**src/rx_rail_pkg.sv**
```systemverilog
package rx_rail_pkg;

	// ----------------------------------------------------------------
	// Line rates
	// ----------------------------------------------------------------
	typedef enum logic [1:0] {
		RATE_DS3,
		RATE_STS1,
		RATE_E3
	} line_rate_t;

	// ----------------------------------------------------------------
	// Reference and synthesis
	// ----------------------------------------------------------------
	// Frequencies in kHz
	localparam int REF_SFM_KHZ = 12288;
	localparam int E3_KHZ = 34368;
	localparam int DS3_KHZ = 44736;
	localparam int STS1_KHZ = 51840;
	// Phase accumulator width for the digital synthesizer model
	localparam int ACC_W = 24;
	localparam logic [ACC_W-1:0] ACC_RESET = 24'h000000;
	// Output toggles every half period, so the step is doubled
	localparam logic [ACC_W-1:0] STEP_E3 =
		ACC_W'(64'd2 * E3_KHZ * (64'd1 << ACC_W) / (64'd4 * REF_SFM_KHZ * 4));
	localparam logic [ACC_W-1:0] STEP_DS3 =
		ACC_W'(64'd2 * DS3_KHZ * (64'd1 << ACC_W) / (64'd4 * REF_SFM_KHZ * 4));
	localparam logic [ACC_W-1:0] STEP_STS1 =
		ACC_W'(64'd2 * STS1_KHZ * (64'd1 << ACC_W) / (64'd4 * REF_SFM_KHZ * 4));

	// ----------------------------------------------------------------
	// Data path
	// ----------------------------------------------------------------
	localparam int FIFO_DEPTH = 8;
	localparam logic RESET_LOW = 1'b0;

	typedef struct packed {
		logic pos;
		logic neg;
		logic violation;
	} rx_sym_t;

	typedef struct packed {
		logic host_mode;
		logic single_rail;
		logic monitor;
		line_rate_t rate;
		logic sfm;
	} cfg_t;

endpackage

```
**src/rx_sym_fifo.sv**
```systemverilog
`timescale 1ns/100ps
module rx_sym_fifo #(
	parameter int WIDTH = 3,
	parameter int DEPTH = 8
) (
	input wire logic clk,
	input wire logic reset,
	input wire logic [WIDTH-1:0] in_data,
	input wire logic in_valid,
	output logic in_ready,
	output logic [WIDTH-1:0] out_data,
	output logic out_valid,
	input wire logic out_ready
);
	localparam int AW = $clog2(DEPTH);

	typedef struct packed {
		logic [AW-1:0] wr;
		logic [AW-1:0] rd;
		logic [AW:0] cnt;
	} fifo_st_t;

	fifo_st_t s_q;
	fifo_st_t s_d;
	logic [WIDTH-1:0] mem_q [DEPTH];
	logic push;
	logic pop;

	assign in_ready = (s_q.cnt != (AW+1)'(DEPTH));
	assign out_valid = (s_q.cnt != '0);
	assign push = in_valid && in_ready;
	assign pop = out_valid && out_ready;
	assign out_data = mem_q[s_q.rd];

	always_comb begin
		s_d = s_q;
		if (push) begin
			s_d.wr = AW'(s_q.wr + 1'b1);
		end
		if (pop) begin
			s_d.rd = AW'(s_q.rd + 1'b1);
		end
		if (push && !pop) begin
			s_d.cnt = (AW+1)'(s_q.cnt + 1'b1);
		end else if (pop && !push) begin
			s_d.cnt = (AW+1)'(s_q.cnt - 1'b1);
		end
	end

	always_ff @(posedge clk or posedge reset) begin
		if (reset) begin
			s_q <= '0;
		end else begin
			s_q <= s_d;
		end
	end

	// Storage has no reset; an entry is only popped after it has been written
	always_ff @(posedge clk) begin
		if (push) begin
			mem_q[s_q.wr] <= in_data;
		end
	end
endmodule

```
**src/rx_rail_output_and_refclk_select.sv**
```systemverilog
`timescale 1ns/100ps
module rx_rail_output_and_refclk_select (
	input wire logic clk,
	input wire logic reset,
	// Straps and mode pins, asynchronous to clk
	input wire logic host_or_strap_select,
	input wire logic rail_mode_select,
	input wire logic rx_monitor_select_in,
	input wire logic e3_select,
	input wire logic sonet_or_t3_select,
	input wire logic single_freq_enable,
	// Host register bits, same domain
	input wire logic host_single_rail,
	input wire logic host_monitor,
	input wire logic [1:0] host_rate,
	// Host serial data shares the monitor pin
	input wire logic host_serial_data,
	output logic host_serial_out,
	output logic host_serial_out_oe,
	// Recovered symbols from the clock recovery stage
	input wire logic sym_valid,
	input wire logic sym_pos,
	input wire logic sym_neg,
	input wire logic sym_code_violation,
	output logic sym_ready,
	// Reference clock input, sampled as data
	input wire logic reference_clock_in,
	// Outputs to the framer
	output logic recovered_rx_clock,
	output logic rx_positive_data_out,
	output logic rx_negative_data_out,
	output logic codec_enable,
	output logic monitor_mode,
	output logic clock_out,
	output logic [1:0] line_rate
);

	// ----------------------------------------------------------------
	// State
	// ----------------------------------------------------------------
	typedef struct packed {
		// Strap order, msb first: host, rail, monitor, e3, sonet, sfm
		logic [5:0] sync1;
		logic [5:0] sync2;
		logic ref1;
		logic ref2;
		logic ref_prev;
		rx_rail_pkg::cfg_t cfg;
		logic rec_clk;
		logic pos;
		logic neg;
		logic [rx_rail_pkg::ACC_W-1:0] acc;
		logic clkout;
	} state_t;

	state_t s_q;
	state_t s_d;

	rx_rail_pkg::rx_sym_t fifo_in;
	rx_rail_pkg::rx_sym_t fifo_out;
	logic fifo_valid;
	logic fifo_pop;
	logic [rx_rail_pkg::ACC_W-1:0] step;
	logic [rx_rail_pkg::ACC_W:0] acc_sum;

	assign fifo_in = '{pos: sym_pos, neg: sym_neg,
		violation: sym_code_violation};

	// ----------------------------------------------------------------
	// Symbol buffer between recovery and output pins
	// ----------------------------------------------------------------
	rx_sym_fifo #(
		.WIDTH($bits(rx_rail_pkg::rx_sym_t)),
		.DEPTH(rx_rail_pkg::FIFO_DEPTH)
	) u_fifo (
		.clk(clk),
		.reset(reset),
		.in_data(fifo_in),
		.in_valid(sym_valid),
		.in_ready(sym_ready),
		.out_data(fifo_out),
		.out_valid(fifo_valid),
		.out_ready(fifo_pop)
	);

	// One symbol per recovered clock period, taken as the clock goes low so
	// the next rising edge presents it; an empty buffer emits idle zeros.
	assign fifo_pop = s_q.rec_clk;

	// ----------------------------------------------------------------
	// Synthesizer step per line rate
	// ----------------------------------------------------------------
	always_comb begin
		case (s_q.cfg.rate)
		rx_rail_pkg::RATE_E3: begin
			step = rx_rail_pkg::STEP_E3;
		end
		rx_rail_pkg::RATE_STS1: begin
			step = rx_rail_pkg::STEP_STS1;
		end
		default: begin
			step = rx_rail_pkg::STEP_DS3;
		end
		endcase
	end

	assign acc_sum = {1'b0, s_q.acc} + {1'b0, step};

	// ----------------------------------------------------------------
	// Next state
	// ----------------------------------------------------------------
	always_comb begin
		s_d = s_q;
		// Straps are asynchronous: two stages before anything decodes them
		s_d.sync1 = {host_or_strap_select, rail_mode_select,
			rx_monitor_select_in, e3_select, sonet_or_t3_select,
			single_freq_enable};
		s_d.sync2 = s_q.sync1;
		s_d.ref1 = reference_clock_in;
		s_d.ref2 = s_q.ref1;
		s_d.ref_prev = s_q.ref2;

		// Host mode ignores every strap except the single-frequency enable
		s_d.cfg.host_mode = s_q.sync2[5];
		s_d.cfg.sfm = s_q.sync2[0];
		if (s_q.sync2[5]) begin
			s_d.cfg.single_rail = host_single_rail;
			s_d.cfg.monitor = host_monitor;
			// Host rate code: 2 is E3, 1 is STS-1, anything else DS3
			case (host_rate)
			2'd2: s_d.cfg.rate = rx_rail_pkg::RATE_E3;
			2'd1: s_d.cfg.rate = rx_rail_pkg::RATE_STS1;
			default: s_d.cfg.rate = rx_rail_pkg::RATE_DS3;
			endcase
		end else begin
			s_d.cfg.single_rail = s_q.sync2[4];
			s_d.cfg.monitor = s_q.sync2[3];
			if (s_q.sync2[2]) begin
				s_d.cfg.rate = rx_rail_pkg::RATE_E3;
			end else if (s_q.sync2[1]) begin
				s_d.cfg.rate = rx_rail_pkg::RATE_STS1;
			end else begin
				s_d.cfg.rate = rx_rail_pkg::RATE_DS3;
			end
		end

		// Recovered clock at half the system clock
		s_d.rec_clk = !s_q.rec_clk;
		if (s_q.rec_clk) begin
			// Data change as the recovered clock falls, stable across its rise
			if (fifo_valid) begin
				s_d.pos = fifo_out.pos;
				if (s_q.cfg.single_rail) begin
					s_d.neg = fifo_out.violation;
				end else begin
					s_d.neg = fifo_out.neg;
				end
			end else begin
				s_d.pos = 1'b0;
				s_d.neg = 1'b0;
			end
		end

		// The accumulator advances once per sampled reference rising edge, so the
		// output jitter is bounded by one reference period; a true PLL
		// would smooth this but is outside the digital domain.
		if (s_q.cfg.sfm) begin
			if (s_q.ref2 && !s_q.ref_prev) begin
				s_d.acc = acc_sum[rx_rail_pkg::ACC_W-1:0];
				if (acc_sum[rx_rail_pkg::ACC_W]) begin
					s_d.clkout = !s_q.clkout;
				end
			end
		end else begin
			s_d.acc = rx_rail_pkg::ACC_RESET;
			s_d.clkout = rx_rail_pkg::RESET_LOW;
		end
	end

	// ----------------------------------------------------------------
	// Registers
	// ----------------------------------------------------------------
	// Reset clears all state, so every output except host_serial_out and sym_ready, including the pin enable, starts low
	always_ff @(posedge clk or posedge reset) begin
		if (reset) begin
			s_q <= '0;
		end else begin
			s_q <= s_d;
		end
	end

	// ----------------------------------------------------------------
	// Outputs
	// ----------------------------------------------------------------
	assign recovered_rx_clock = s_q.rec_clk;
	assign rx_positive_data_out = s_q.pos;
	assign rx_negative_data_out = s_q.neg;
	assign codec_enable = s_q.cfg.single_rail;
	assign monitor_mode = s_q.cfg.monitor;
	assign clock_out = s_q.clkout;
	assign line_rate = s_q.cfg.rate;
	// Straight copy; only the enable decides whether the pin is driven
	assign host_serial_out = host_serial_data;
	assign host_serial_out_oe = s_q.cfg.host_mode;
endmodule

```
**config.mk**
```make
export PLATFORM = sky130hd
export DESIGN_NAME = rx_rail_output_and_refclk_select
export DESIGN_NICKNAME = d
export VERILOG_FILES = /design/src/rx_rail_pkg.sv /design/src/rx_sym_fifo.sv /design/src/rx_rail_output_and_refclk_select.sv
export SDC_FILE = /design/constraint.sdc
export NUM_CORES = 1
export LEC_CHECK = 0
export BUFFER_PORTS_ARGS = -buffer_cell sky130_fd_sc_hd__buf_2
export CORE_ASPECT_RATIO = 1.4
export CORE_MARGIN = 3
export CORE_UTILIZATION = 38
export CTS_CLUSTER_SIZE = 25
export DETAILED_ROUTE_END_ITERATION = 6
export GPL_TIMING_DRIVEN = 1
export SLEW_MARGIN = 20
export SYNTH_ARGS = -nofsm -noshare
export SYNTH_HDL_FRONTEND = slang
export SYNTH_SLANG_ARGS = --single-unit
```
**constraint.sdc**
```tcl
create_clock -name clk -period 8.7 [get_ports clk]
set_input_delay 0.87 -clock clk [delete_from_list [all_inputs] [get_ports clk]]
set_output_delay 0.87 -clock clk [all_outputs]
set_load 0.05 [all_outputs]
```
======== Yosys cells after proc, flatten, opt, wreduce, memory -nomap -nowiden ========
Memory sizes are Yosys's and may differ from the RTL's.
Index checks and enable logic that the tools add are counted.
Widths: inputs -> output; s select.
word-level totals
  register bits ........................... 59
  bits in writable memories ............... 24
  input port bits ......................... 18
  output and inout port bits .............. 11
  logic and storage cells ................. 58
  memories ................................ 1
operators by class
  $add $sub $neg .......................... 5
  equal/unequal tests ..................... 7
  multiplexer cells ....................... 14
  reductions and logical operators ........ 13
memories
  name          depth  width  rd ports  clocked after Yosys merged registers in  wr ports  RTL line           text
  u_fifo.mem_q  8      3      1         0                                        1         rx_sym_fifo.sv:25  logic [WIDTH-1:0] mem_q [DEPTH];
operators with widths
  operator             number
  $mux 25              2
  $pmux 24 s2          1
  $add 24x24->25       1
  $mux 4               3
  $add 3x1->3 const B  2
  $logic_and 1x1->1    5
  $logic_not 1->1      5
  $mux 1               5
  $add 4x1->4 const B  1
  $eq 2x1->1 const B   2
  $eq 2x2->1 const B   2
  $mux 2               2
  $ne 2x1->1 const B   2
  $ne 4x4->1 const B   1
  $pmux 2 s2           1
  $reduce_bool 4->1    1
  $sub 4x1->4 const B  1
  $reduce_and 2->1     1
  $reduce_bool 2->1    1

======== Longest topological paths before layout ========
Gate-level depths: netlist of run 1.
  depth in word-level cells ............... 6
  gate-level depth with buffers ........... 12
  mapped depth without buffers ............ 12

======== Modules after synthesis ========
From an unflattened synthesis of run 1, not the netlist that was laid out.
second synthesis, totals
  cells, all modules ...................... 243
  area total of the unflattened synthesis .. 3158.0 µm²
by module, submodules not included
  module                            times used  cells an instance  area an instance (µm²)  seq. area each (µm²)
  rx_rail_output_and_refclk_select  1           145                1604.0                  850.8
  rx_sym_fifo                       1           98                 1554.0                  970.9

======== Worst setup path before layout of run 1 ========
No wires, ideal clock.
  kind .................................... reg-to-reg
  start point ............................. reg s_q, in the netlist line_rate[1]
  end point ............................... reg s_q[24] in the netlist's numbering
  setup time .............................. 119 ps
  arrival time ............................ 2667 ps
  required time ........................... 8581 ps
  setup slack ............................. 5914 ps
  cell stages (with the launch flop) ...... 13
  path buffers ............................ 1
  clock period less this slack ............ 2786 ps
  cells stage by stage .................... dfrtp_1 > inv_1 > ha_1 > buf_6 > inv_2 > ha_1 > fa_1 > nor2b_1 > o211ai_1 > a21oi_1 > or4_4 > and3_4 > o21a_1
on the way
  longest elaborated chain between the ends .. 5
  elaborated cells between the ends (all ways) .. 6
  those cells by class .................... add/sub (1); eq/ne (2); mux (3)
ends and longest elaborated chain
  element                                          RTL line                                 text
  start, declared                                  rx_rail_output_and_refclk_select.sv:56   state_t s_q;
  start signal, assigned                           rx_rail_output_and_refclk_select.sv:186  s_q <= '0;
  start signal, assigned                           rx_rail_output_and_refclk_select.sv:188  s_q <= s_d;
  $eq 2x1->1 / $eq 2x2->1 (equally long branches)  rx_rail_output_and_refclk_select.sv:94   case (s_q.cfg.rate)
  $pmux 24 s2 *                                    rx_rail_output_and_refclk_select.sv:94
  $add 24x24->25 *                                 rx_rail_output_and_refclk_select.sv:107  assign acc_sum = {1'b0, s_q.acc} + {1'b0, step};
  $mux 25 *                                        rx_rail_output_and_refclk_select.sv:168  if (s_q.ref2 && !s_q.ref_prev) begin
  $mux 25 *                                        rx_rail_output_and_refclk_select.sv:167  if (s_q.cfg.sfm) begin
Mark *: on every way between the ends. The rest lies on a longest branch, timed or not. The select of a mux whose other input is x is not followed.
A chain may end at the register's enable or synchronous reset.

======== Worst setup path in the final report of run 1 ========
Same ends and word-level chain as after synthesis.

==> flow_summary.ini, run 1 <==
[run_status]
status = completed

[sta]
hold_viol = 0
final.setup.tns_ps = 0
slew_headroom = 0.389
min_period_ps = 3230
fin_crit_sh = 0.371
max_freq_ghz = 0.310
slew_violations = 0
rsz0062_at_grt = false
skew_ps = 7.68
setup-violations-final = 0
worstMarginPinSlew_ps = 915

[synth]
dominantRegCellSynth = dfrtp_1
ys_warn_count = 0
synth_seq_cells = 68
syn_inst = 232
netlist_area_sq_um = 3050
yosys.cell_types.count = 48
syn_nets = 267
synth-edff-count = 24
synth.avg_cell_area_sq_um = 13.2
synth-async-reset-ratio = 0.647
yosysSeqAreaShare = 0.597

[cells_and_area]
drive_gt1_frac = 0.226
final_cell_mix = dfrtp_1, buf_2, nand2_1, edfxtp_1, ha_1
final_common_cell = dfrtp_1
area_delta_synth_final_pct = 12.7
insertedDiodeCount = 0
fillCellCount = 751
fin_nets = 295

[cts]
clk_path_buf_depth = 2
htreeDepth = 3
clk_pin_slew_worst_paths_ps = 80
cts_hold_buf = 0
cts_setup_buffers = 0
cts_root_buffer = clkbuf_8
cts_tree = done
numCtsBuffers = 9
insertion_delay_ps = 340
clkSinkCount = 68
cts_resized = 0

[die]
row_count = 38
dieArea_sq_um = 9160
start_util = 0.391
die_y_microns = 112
die_w_microns = 81.7
ios = 29
coreArea_sq_um = 7800

[critical_path]
path_class = reg -> reg
critical_path.max_fanout = 8
cp.required_ps = 8930
setup.worst_path.start_class = flip-flop
cp.arrival_ps = 3450
endpoint_kind = flip-flop

[global_routing]
grt-ovfl-total = 0
grt_pass1_vias = 1879
grt_max_degree = 45
antenna_found_initial = 0
grtUsageTotal = 0.131
grt_pass1_wl_microns = 9090

[power_and_ir_drop]
p_sw_frac = 0.330
sequentialPowerShare = 0.476
total_power_w = 0.000939
pwr-share-clk = 0.257
p_int_w = 0.000630
p_leak_nw = 1.44
peakVddDrop_uv = 197
power.switching_w = 0.000310
comb_power_share = 0.267
powerDensity_nw_per_um2 = 273

[placed_design]
gp_congestion = 0.800
dpl.hpwl_microns = 3800
port_buffers = 26

[drt]
vias = 1810
wl_per_cell_microns = 14.5
drcViolationCount = 0
drt_iter0_drc = 83
via_per_inst = 4.96
drtAntennaViolNets = 0
wl_microns = 5290
drtPass1Iterations = 4

[run]
drv_cap = 0

[worst_hold_path]
min_path_type = reg -> reg
synthesized netlist by cell type (all sizes together) (2+ instances only):
| cell type | instances | area [sq um] |
|---|---|---|
| mux2i | 2 | 20.0 |
| clkbuf | 2 | 7.51 |
| nand2 | 24 | 90.1 |
| o211ai | 3 | 22.5 |
| a21o | 3 | 22.5 |
| o22ai | 2 | 12.5 |
| o21ai | 7 | 35.0 |
| a21oi | 7 | 35.0 |
| xnor2 | 9 | 78.8 |
| mux4 | 7 | 158 |
| nand3 | 6 | 30.0 |
| nand2b | 5 | 31.3 |
| dfrtp | 44 | 1100 |
| or3 | 2 | 12.5 |
| nor2 | 11 | 41.3 |
| a31oi | 2 | 12.5 |
| nor3 | 4 | 20.0 |
| buf | 7 | 47.5 |
| inv | 13 | 48.8 |
| edfxtp | 24 | 721 |
| ha | 15 | 188 |
| fa | 2 | 40.0 |
| mux2 | 3 | 33.8 |
| xor2 | 4 | 35.0 |
| nand3b | 2 | 15.0 |
| a21boi | 5 | 37.5 |
cells by family (layout without fill, tap and decap cells):
logic type | Yosys count | after routing | synth area share
flops | 68 | 68 | 0.597
mux | 12 | 12 | 0.0693
buf+inv | 22 | 55 | 0.0340
fa+ha+maj | 17 | 17 | 0.0746
simple gates | 61 | 61 | 0.0992
xor+xnor | 13 | 13 | 0.0373
compound gates | 39 | 39 | 0.0886
power by group through the flow:
| stage | combinational [W] | sequential (W) | clock [W] |
|---|---|---|---|
| 2_1_floorplan | 0.000203 | 0.000448 | 0 |
| 3_3_place_gp | 0.000249 | 0.000454 | 0 |
| 3_5_place_dp | 0.000255 | 0.000455 | 0 |
| 4_1_cts | 0.000254 | 0.000450 | 0.000251 |
| 5_1_grt | 0.000279 | 0.000459 | 0.000267 |
| 6_report | 0.000251 | 0.000448 | 0.000241 |
per-layer routing:
layer,track usage,share of wire,up-vias
met5,0,0,-
met4,0.0632,0.016,0
met3,0.0329,0.035,11
met2,0.211,0.53,24
met1,0.163,0.42,891
li1,-,-,884
state kept, by name (all words and copies together), names as in the netlist:
name,count
s_q,15
clock_out,1
u_fifo.mem_q,24
rx_positive_data_out,1
rx_negative_data_out,1
line_rate,2
u_fifo.s_q,10
recovered_rx_clock,1
s_d,10
host_serial_out_oe,1
codec_enable,1
monitor_mode,1
stage by stage:
step	setup WS (ps)	instances	util	cell area (sq um)	hold WS, ps
after CTS	5520	365	0.441	3440	353
after global placement	5660	349	0.417	3250	332
after global routing	5310	365	0.441	3440	358
after detailed placement	5550	349	0.417	3250	335
after floorplan	5910	232	-	3050	331
final	5470	365	0.441	3440	348
worst paths after layout:
check	from	to	slack, ps	cells after the start
min reg2reg	s_d[39]	s_q[39]	350	0
min in group asynchronous	reset	s_d[35]	730	2
max reg2reg	line_rate[1]	s_q[24]	5470	11
max in group asynchronous	reset	clock_out	7400	2
max	line_rate[1]	s_q[24]	5470	11
min	s_d[39]	s_q[39]	350	0
worst max-delay path, cell delays in order (launching register included):
cell and delay (ps):
dfrtp_1 400, inv_1 80, ha_1 380, inv_2 150, ha_1 240, fa_1 430
nor2b_1 160, o211ai_1 270, a21oi_1 140, or4_4 500, and3_4 190, o21a_1 180
final cells by class:
| class | instances | area [sq um] | area share |
|---|---|---|---|
| Tap cell | 100 | 125 | 0.0364 |
| Multi-Input combinational cell | 142 | 1130 | 0.328 |
| Clock buffer | 11 | 153 | 0.0444 |
| Timing Repair Buffer | 26 | 130 | 0.0378 |
| Clock inverter | 5 | 33.8 | 0.00983 |
| Inverter | 13 | 48.8 | 0.0142 |
| Sequential cell | 68 | 1820 | 0.530 |
(Power assumes the default switching activity.)
==> inputs of run 2 (changes only) <==
Settings changed: ABC_AREA set to 1.
Clock period 8.7 ns to 2.8 ns, I/O delays scaled along.
==> run 2 against run 1 <==
  * Non-clock buffer count is the same
  * Largest power group unchanged
  * Synthesized area shrank 0.37%
  * Via count grew 15%
  * Global-route usage grew 1.2 points
  * Clock power grew to 3.0 times the previous value
  * Register-to-register slack lost 5000 ps
  * Critical path depth grew 2
==> flow_summary.ini, run 2 <==
[cells_and_area]
finalInstanceArea_sq_um = 3440
regMostFlops = u_fifo.mem_q
reg_top3 = u_fifo.mem_q: 24 flops, s_q: 15 flops
final_common_cell = nand2_1
largest_reg_flops = 24
area_delta_synth_final_pct = 13.0
insertedDiodeCount = 0
fin_nets = 370
fillCellCount = 749
drive_gt1_frac = 0.132
final_cell_mix = nand2_1, dfrtp_1, inv_1, buf_2, nand3_1

[synth]
syn_inst = 303
synth_seq_cells = 68
ys_warn_count = 0
synth_commonest_cells = nand2_1, dfrtp_1, inv_1, nand3_1, edfxtp_1
yosys.area.top_type_share = 0.362
synth-async-reset-ratio = 0.647
yosys.cell_types.count = 28
yosys.area.top_type = dfrtp_1
netlist_area_sq_um = 3040
synthTopCellsByArea = dfrtp_1, edfxtp_1, nand2_1
syn_nets = 338
synth-edff-count = 24
synth_most_common_cell = nand2_1
yosysSeqAreaShare = 0.599
synth.avg_cell_area_sq_um = 10.0
dominantRegCellSynth = dfrtp_1

[placed_design]
dpl.hpwl_microns = 4220
pre_cts_slack_ps = 482
place_area_sq_um = 3260
gp_congestion = 0.858
port_buffers = 26

[die]
ios = 29
die_w_microns = 81.6
coreArea_sq_um = 7750
die_y_microns = 112
dieArea_sq_um = 9130
start_util = 0.392
row_count = 38

[critical_path]
ff2ff_path_depth = 13
endpoint_kind = flip-flop
crit_path_end = u_fifo.s_q[3]
cp.arrival_ps = 2570
reg2reg_to = u_fifo.s_q[3]
r2r-start = u_fifo.s_q[0]
cp.required_ps = 3030
setup.worst_path.start_class = flip-flop
critPathLaunch = u_fifo.s_q[0]
path_class = reg -> reg
r2r_slack_ps = 460
critical_path.max_fanout = 5

[sta]
slew_headroom = 0.399
setup-violations-final = 0
worstMarginPinSlew_ps = 900
skew_ps = 10.7
rsz0062_at_grt = false
min_period_ps = 2340
final.setup.tns_ps = 0
setup_slack_ps = 459
hold_viol = 0
slew_violations = 0
fin_crit_sh = 0.836
max_freq_ghz = 0.427

[global_routing]
antenna_found_initial = 0
grt_pass1_vias = 2187
grt_pass1_wl_microns = 9830
grt_max_degree = 45
grt-ovfl-total = 0
grtUsageTotal = 0.144

[cts]
cts_tree = done
numCtsBuffers = 9
cts_setup_buffers = 0
htreeDepth = 3
cts_root_buffer = clkbuf_8
insertion_delay_ps = 340
cts_hold_buf = 0
clk_path_buf_depth = 2
cts_resized = 0
clk_pin_slew_worst_paths_ps = 70
clkSinkCount = 68

[drt]
via_per_inst = 4.73
drt_iter0_drc = 95
drcViolationCount = 0
drtPass1Iterations = 4
vias = 2081
top_layer_used = met4
drtAntennaViolNets = 0
wl_met2_microns = 3070
wl_per_cell_microns = 13.0
wl_microns = 5740
routed-wl-met3_microns = 212
wl_met1_microns = 2350

[run]
drv_cap = 0

[power_and_ir_drop]
total_power_w = 0.00298
p_leak_nw = 1.63
peakVddDrop_uv = 432
powerDensity_nw_per_um2 = 866

[worst_hold_path]
min_path_type = in -> reg

[run_status]
status = completed
==> run 2: area by class of cell <==
class | count | area, sq um | area share
multi-input combinational | 195 | 1050 | 0.305
inverter | 35 | 131 | 0.0382
timing repair buffer | 26 | 130 | 0.0379
clock buffer | 13 | 159 | 0.0462
tap | 100 | 125 | 0.0364
sequential | 68 | 1820 | 0.530
clock inverter | 3 | 21.3 | 0.00619
==> run 2: how the worst min path moves through the flow <==
stage | start | cells past startpoint | slack, ps | endpoint
2_1_floorplan | reference_clock_in | 0 | 310 | s_d[35]
3_3_place_gp | s_d[38] | 0 | 330 | s_q[38]
3_5_place_dp | s_d[42] | 0 | 330 | s_d[33]
4_1_cts | rail_mode_select | 1 | 20 | s_d[41]
5_1_grt | sonet_or_t3_select | 1 | 20 | s_d[38]
6_report | rail_mode_select | 1 | 40 | s_d[41]
==> run 2: report_power, final <==
group | switching (W) | internal (W) | leakage [nW]
logic | 0.000572 | 0.000322 | 0.793
clock network | 0.000355 | 0.000371 | 0.0862
registers | 0.000145 | 0.00121 | 0.750
==> run 2: metal layers <==
metal  vias up  track usage
met2        35        0.248
met1       987        0.156
met5         -            0
met4         0       0.0698
li1       1052            -
met3         7       0.0437
==> run 2: logic make-up (layout without fill, tap and decap cells) <==
logic type | count (synthesis) | in the layout | synth area share
buf+inv | 40 | 77 | 0.0560
fa+ha+maj | 17 | 17 | 0.0749
flops | 68 | 68 | 0.599
simple gates | 136 | 136 | 0.179
xor+xnor | 6 | 6 | 0.0173
compound gates | 34 | 34 | 0.0658
mux | 2 | 2 | 0.00741
==> run 2: worst max-delay path: stages, from the launching register on <==
cell and delay, ps:
dfrtp_1 440, nor2_1 180, nand3_1 120, nand2_1 100, inv_1 80, ha_1 220
inv_1 110, ha_1 240, a21o_1 180, a21oi_1 200, nor2_1 60, nor2_1 90
nand2_1 70, xor2_1 140
==> run 2: stage by stage <==
step           utilization  hold WS [ps]  instances
2_1_floorplan            -           311        303
3_3_place_gp         0.420           332        424
3_5_place_dp         0.420           335        424
4_1_cts              0.443          17.6        440
5_1_grt              0.443          24.1        440
6_report             0.443          41.0        440
==> inputs of run 3 (changes only) <==
Clock period 2.8 ns to 2.24 ns, I/O delays scaled along.
==> run 3 against run 2 <==
  * Setup slack worse by 290 ps
  * Clock skew fell by 4.9 ps
  * Fmax is 13% higher
  * Clock-buffer cell count unchanged
  * Largest cell class unchanged
  * Largest power group unchanged
==> flow_summary.ini, run 3 (same netlist as run 2, synthesis figures left out) <==
[die]
coreArea_sq_um = 7750
ios = 29
dieArea_sq_um = 9130
die_w_microns = 81.6
row_count = 38
die_y_microns = 112
start_util = 0.392

[cts]
clk_pin_slew_worst_paths_ps = 70
clkSinkCount = 68
numCtsBuffers = 9
htreeDepth = 3
clk_path_buf_depth = 2
cts_root_buffer = clkbuf_8
insertion_delay_ps = 340
cts_tree = done

[drt]
via_per_inst = 4.66
vias = 2120
drt_iter0_drc = 116
drtPass1Iterations = 4
wl_per_cell_microns = 12.1
drcViolationCount = 0
drtAntennaViolNets = 0
wl_microns = 5500

[placed_design]
gp_congestion = 0.790
dpl.hpwl_microns = 4010
port_buffers = 26
placed_cells = 429

[global_routing]
grt_pass1_vias = 2128
antenna_found_initial = 0
grtUsageTotal = 0.136
grt_max_degree = 45
grt_pass1_wl_microns = 9420
grt-ovfl-total = 0

[run_status]
status = completed

[cells_and_area]
regMostFlops = u_fifo.mem_q
final_cell_mix = nand2_1, dfrtp_1, inv_1, buf_2
reg_top3 = u_fifo.mem_q: 24 flops, s_q: 15 flops
largest_reg_flops = 24
final_cells = 455
insertedDiodeCount = 0
fin_nets = 385
area_delta_synth_final_pct = 19.4
final_common_cell = nand2_1
drive_gt1_frac = 0.166

[sta]
setup-violations-final = 0
final.setup.tns_ps = 0
slew_headroom = 0.647
max_freq_ghz = 0.482
skew_ps = 5.79
fin_crit_sh = 0.926
min_period_ps = 2080
hold_viol = 0
worstMarginPinSlew_ps = 530
slew_violations = 0

[critical_path]
endpoint_kind = flip-flop
r2r-start = u_fifo.s_q[1]
critical_path.max_fanout = 3
path_class = reg -> reg
ff2ff_path_depth = 12
cp.arrival_ps = 2300
r2r_slack_ps = 160
setup.worst_path.start_class = flip-flop
cp.required_ps = 2460
reg2reg_to = u_fifo.s_q[3]

[power_and_ir_drop]
total_power_w = 0.00397
powerDensity_nw_per_um2 = 1090
peakVddDrop_uv = 658
p_leak_nw = 1.72

[worst_hold_path]
min_path_type = in -> async

[run]
drv_cap = 0
run 3: worst max-delay path by stage:
stage	from	endpoint	slack, ps	cells past startpoint
2_1_floorplan	u_fifo.s_q[1]	u_fifo.s_q[3]	9	13
3_3_place_gp	u_fifo.s_q[1]	u_fifo.s_q[3]	130	13
3_5_place_dp	u_fifo.s_q[1]	u_fifo.s_q[3]	100	13
4_1_cts	u_fifo.s_q[1]	u_fifo.s_q[3]	80	13
5_1_grt	u_fifo.s_q[1]	u_fifo.s_q[3]	-9	12
6_report	u_fifo.s_q[1]	u_fifo.s_q[3]	160	12
run 3: report_power, final:
group,switching [W],internal (W),total (W)
registers,0.000150,0.00152,0.00167
clock network,0.000426,0.000612,0.00104
logic,0.000788,0.000479,0.00127
total,0.00136,0.00261,0.00397
run 3: final cells by class:
cell class                      instances  area, sq um
Timing Repair Buffer                   41          260
Multi-Input combinational cell        195         1080
Clock inverter                          3         41.3
Fill cell                             721         4120
Clock buffer                           13          170
Sequential cell                        68         1820
Inverter                               35          131
Tap cell                              100          125
run 3: stage by stage:
stage / hold slack, ps / utilization / instance area, sq um / worst slack [ps]
after floorplan: 255 / - / 3060 / 9.45
after global placement: 333 / 0.427 / 3310 / 129
after detailed placement: 333 / 0.427 / 3310 / 104
after CTS: 18.1 / 0.464 / 3590 / 81.6
after global routing: 51.3 / 0.468 / 3630 / -9.11
final: 3.63 / 0.468 / 3630 / 165
run 3: worst max-delay path: stages, from the launching register on:
cell     delay [ps]
dfrtp_1         410
nor2_4          150
nand3_1          80
nand2_1         130
ha_2            220
inv_2            50
ha_1            260
a21o_1          190
a21oi_2         140
nor2_1           50
nor2_1           80
nand2_1          60
xor2_1          130
run 3: what timing repair did:
item,4_1_cts,5_1_grt
endpoints found under the setup margin,0,2
gates resized for setup,0,5
hold endpoints to repair,7,0
hold buffers,7,0
buffers inserted,0,3
run 3: routing by layer:
layer / global-route usage / up-vias / part of all wire / wire [microns]
met5: 0 / - / 0 / 0
met4: 0.0621 / 0 / 0.022 / 119
met3: 0.0429 / 10 / 0.035 / 194
met2: 0.215 / 30 / 0.51 / 2800
met1: 0.168 / 995 / 0.43 / 2390
li1: - / 1085 / - / -
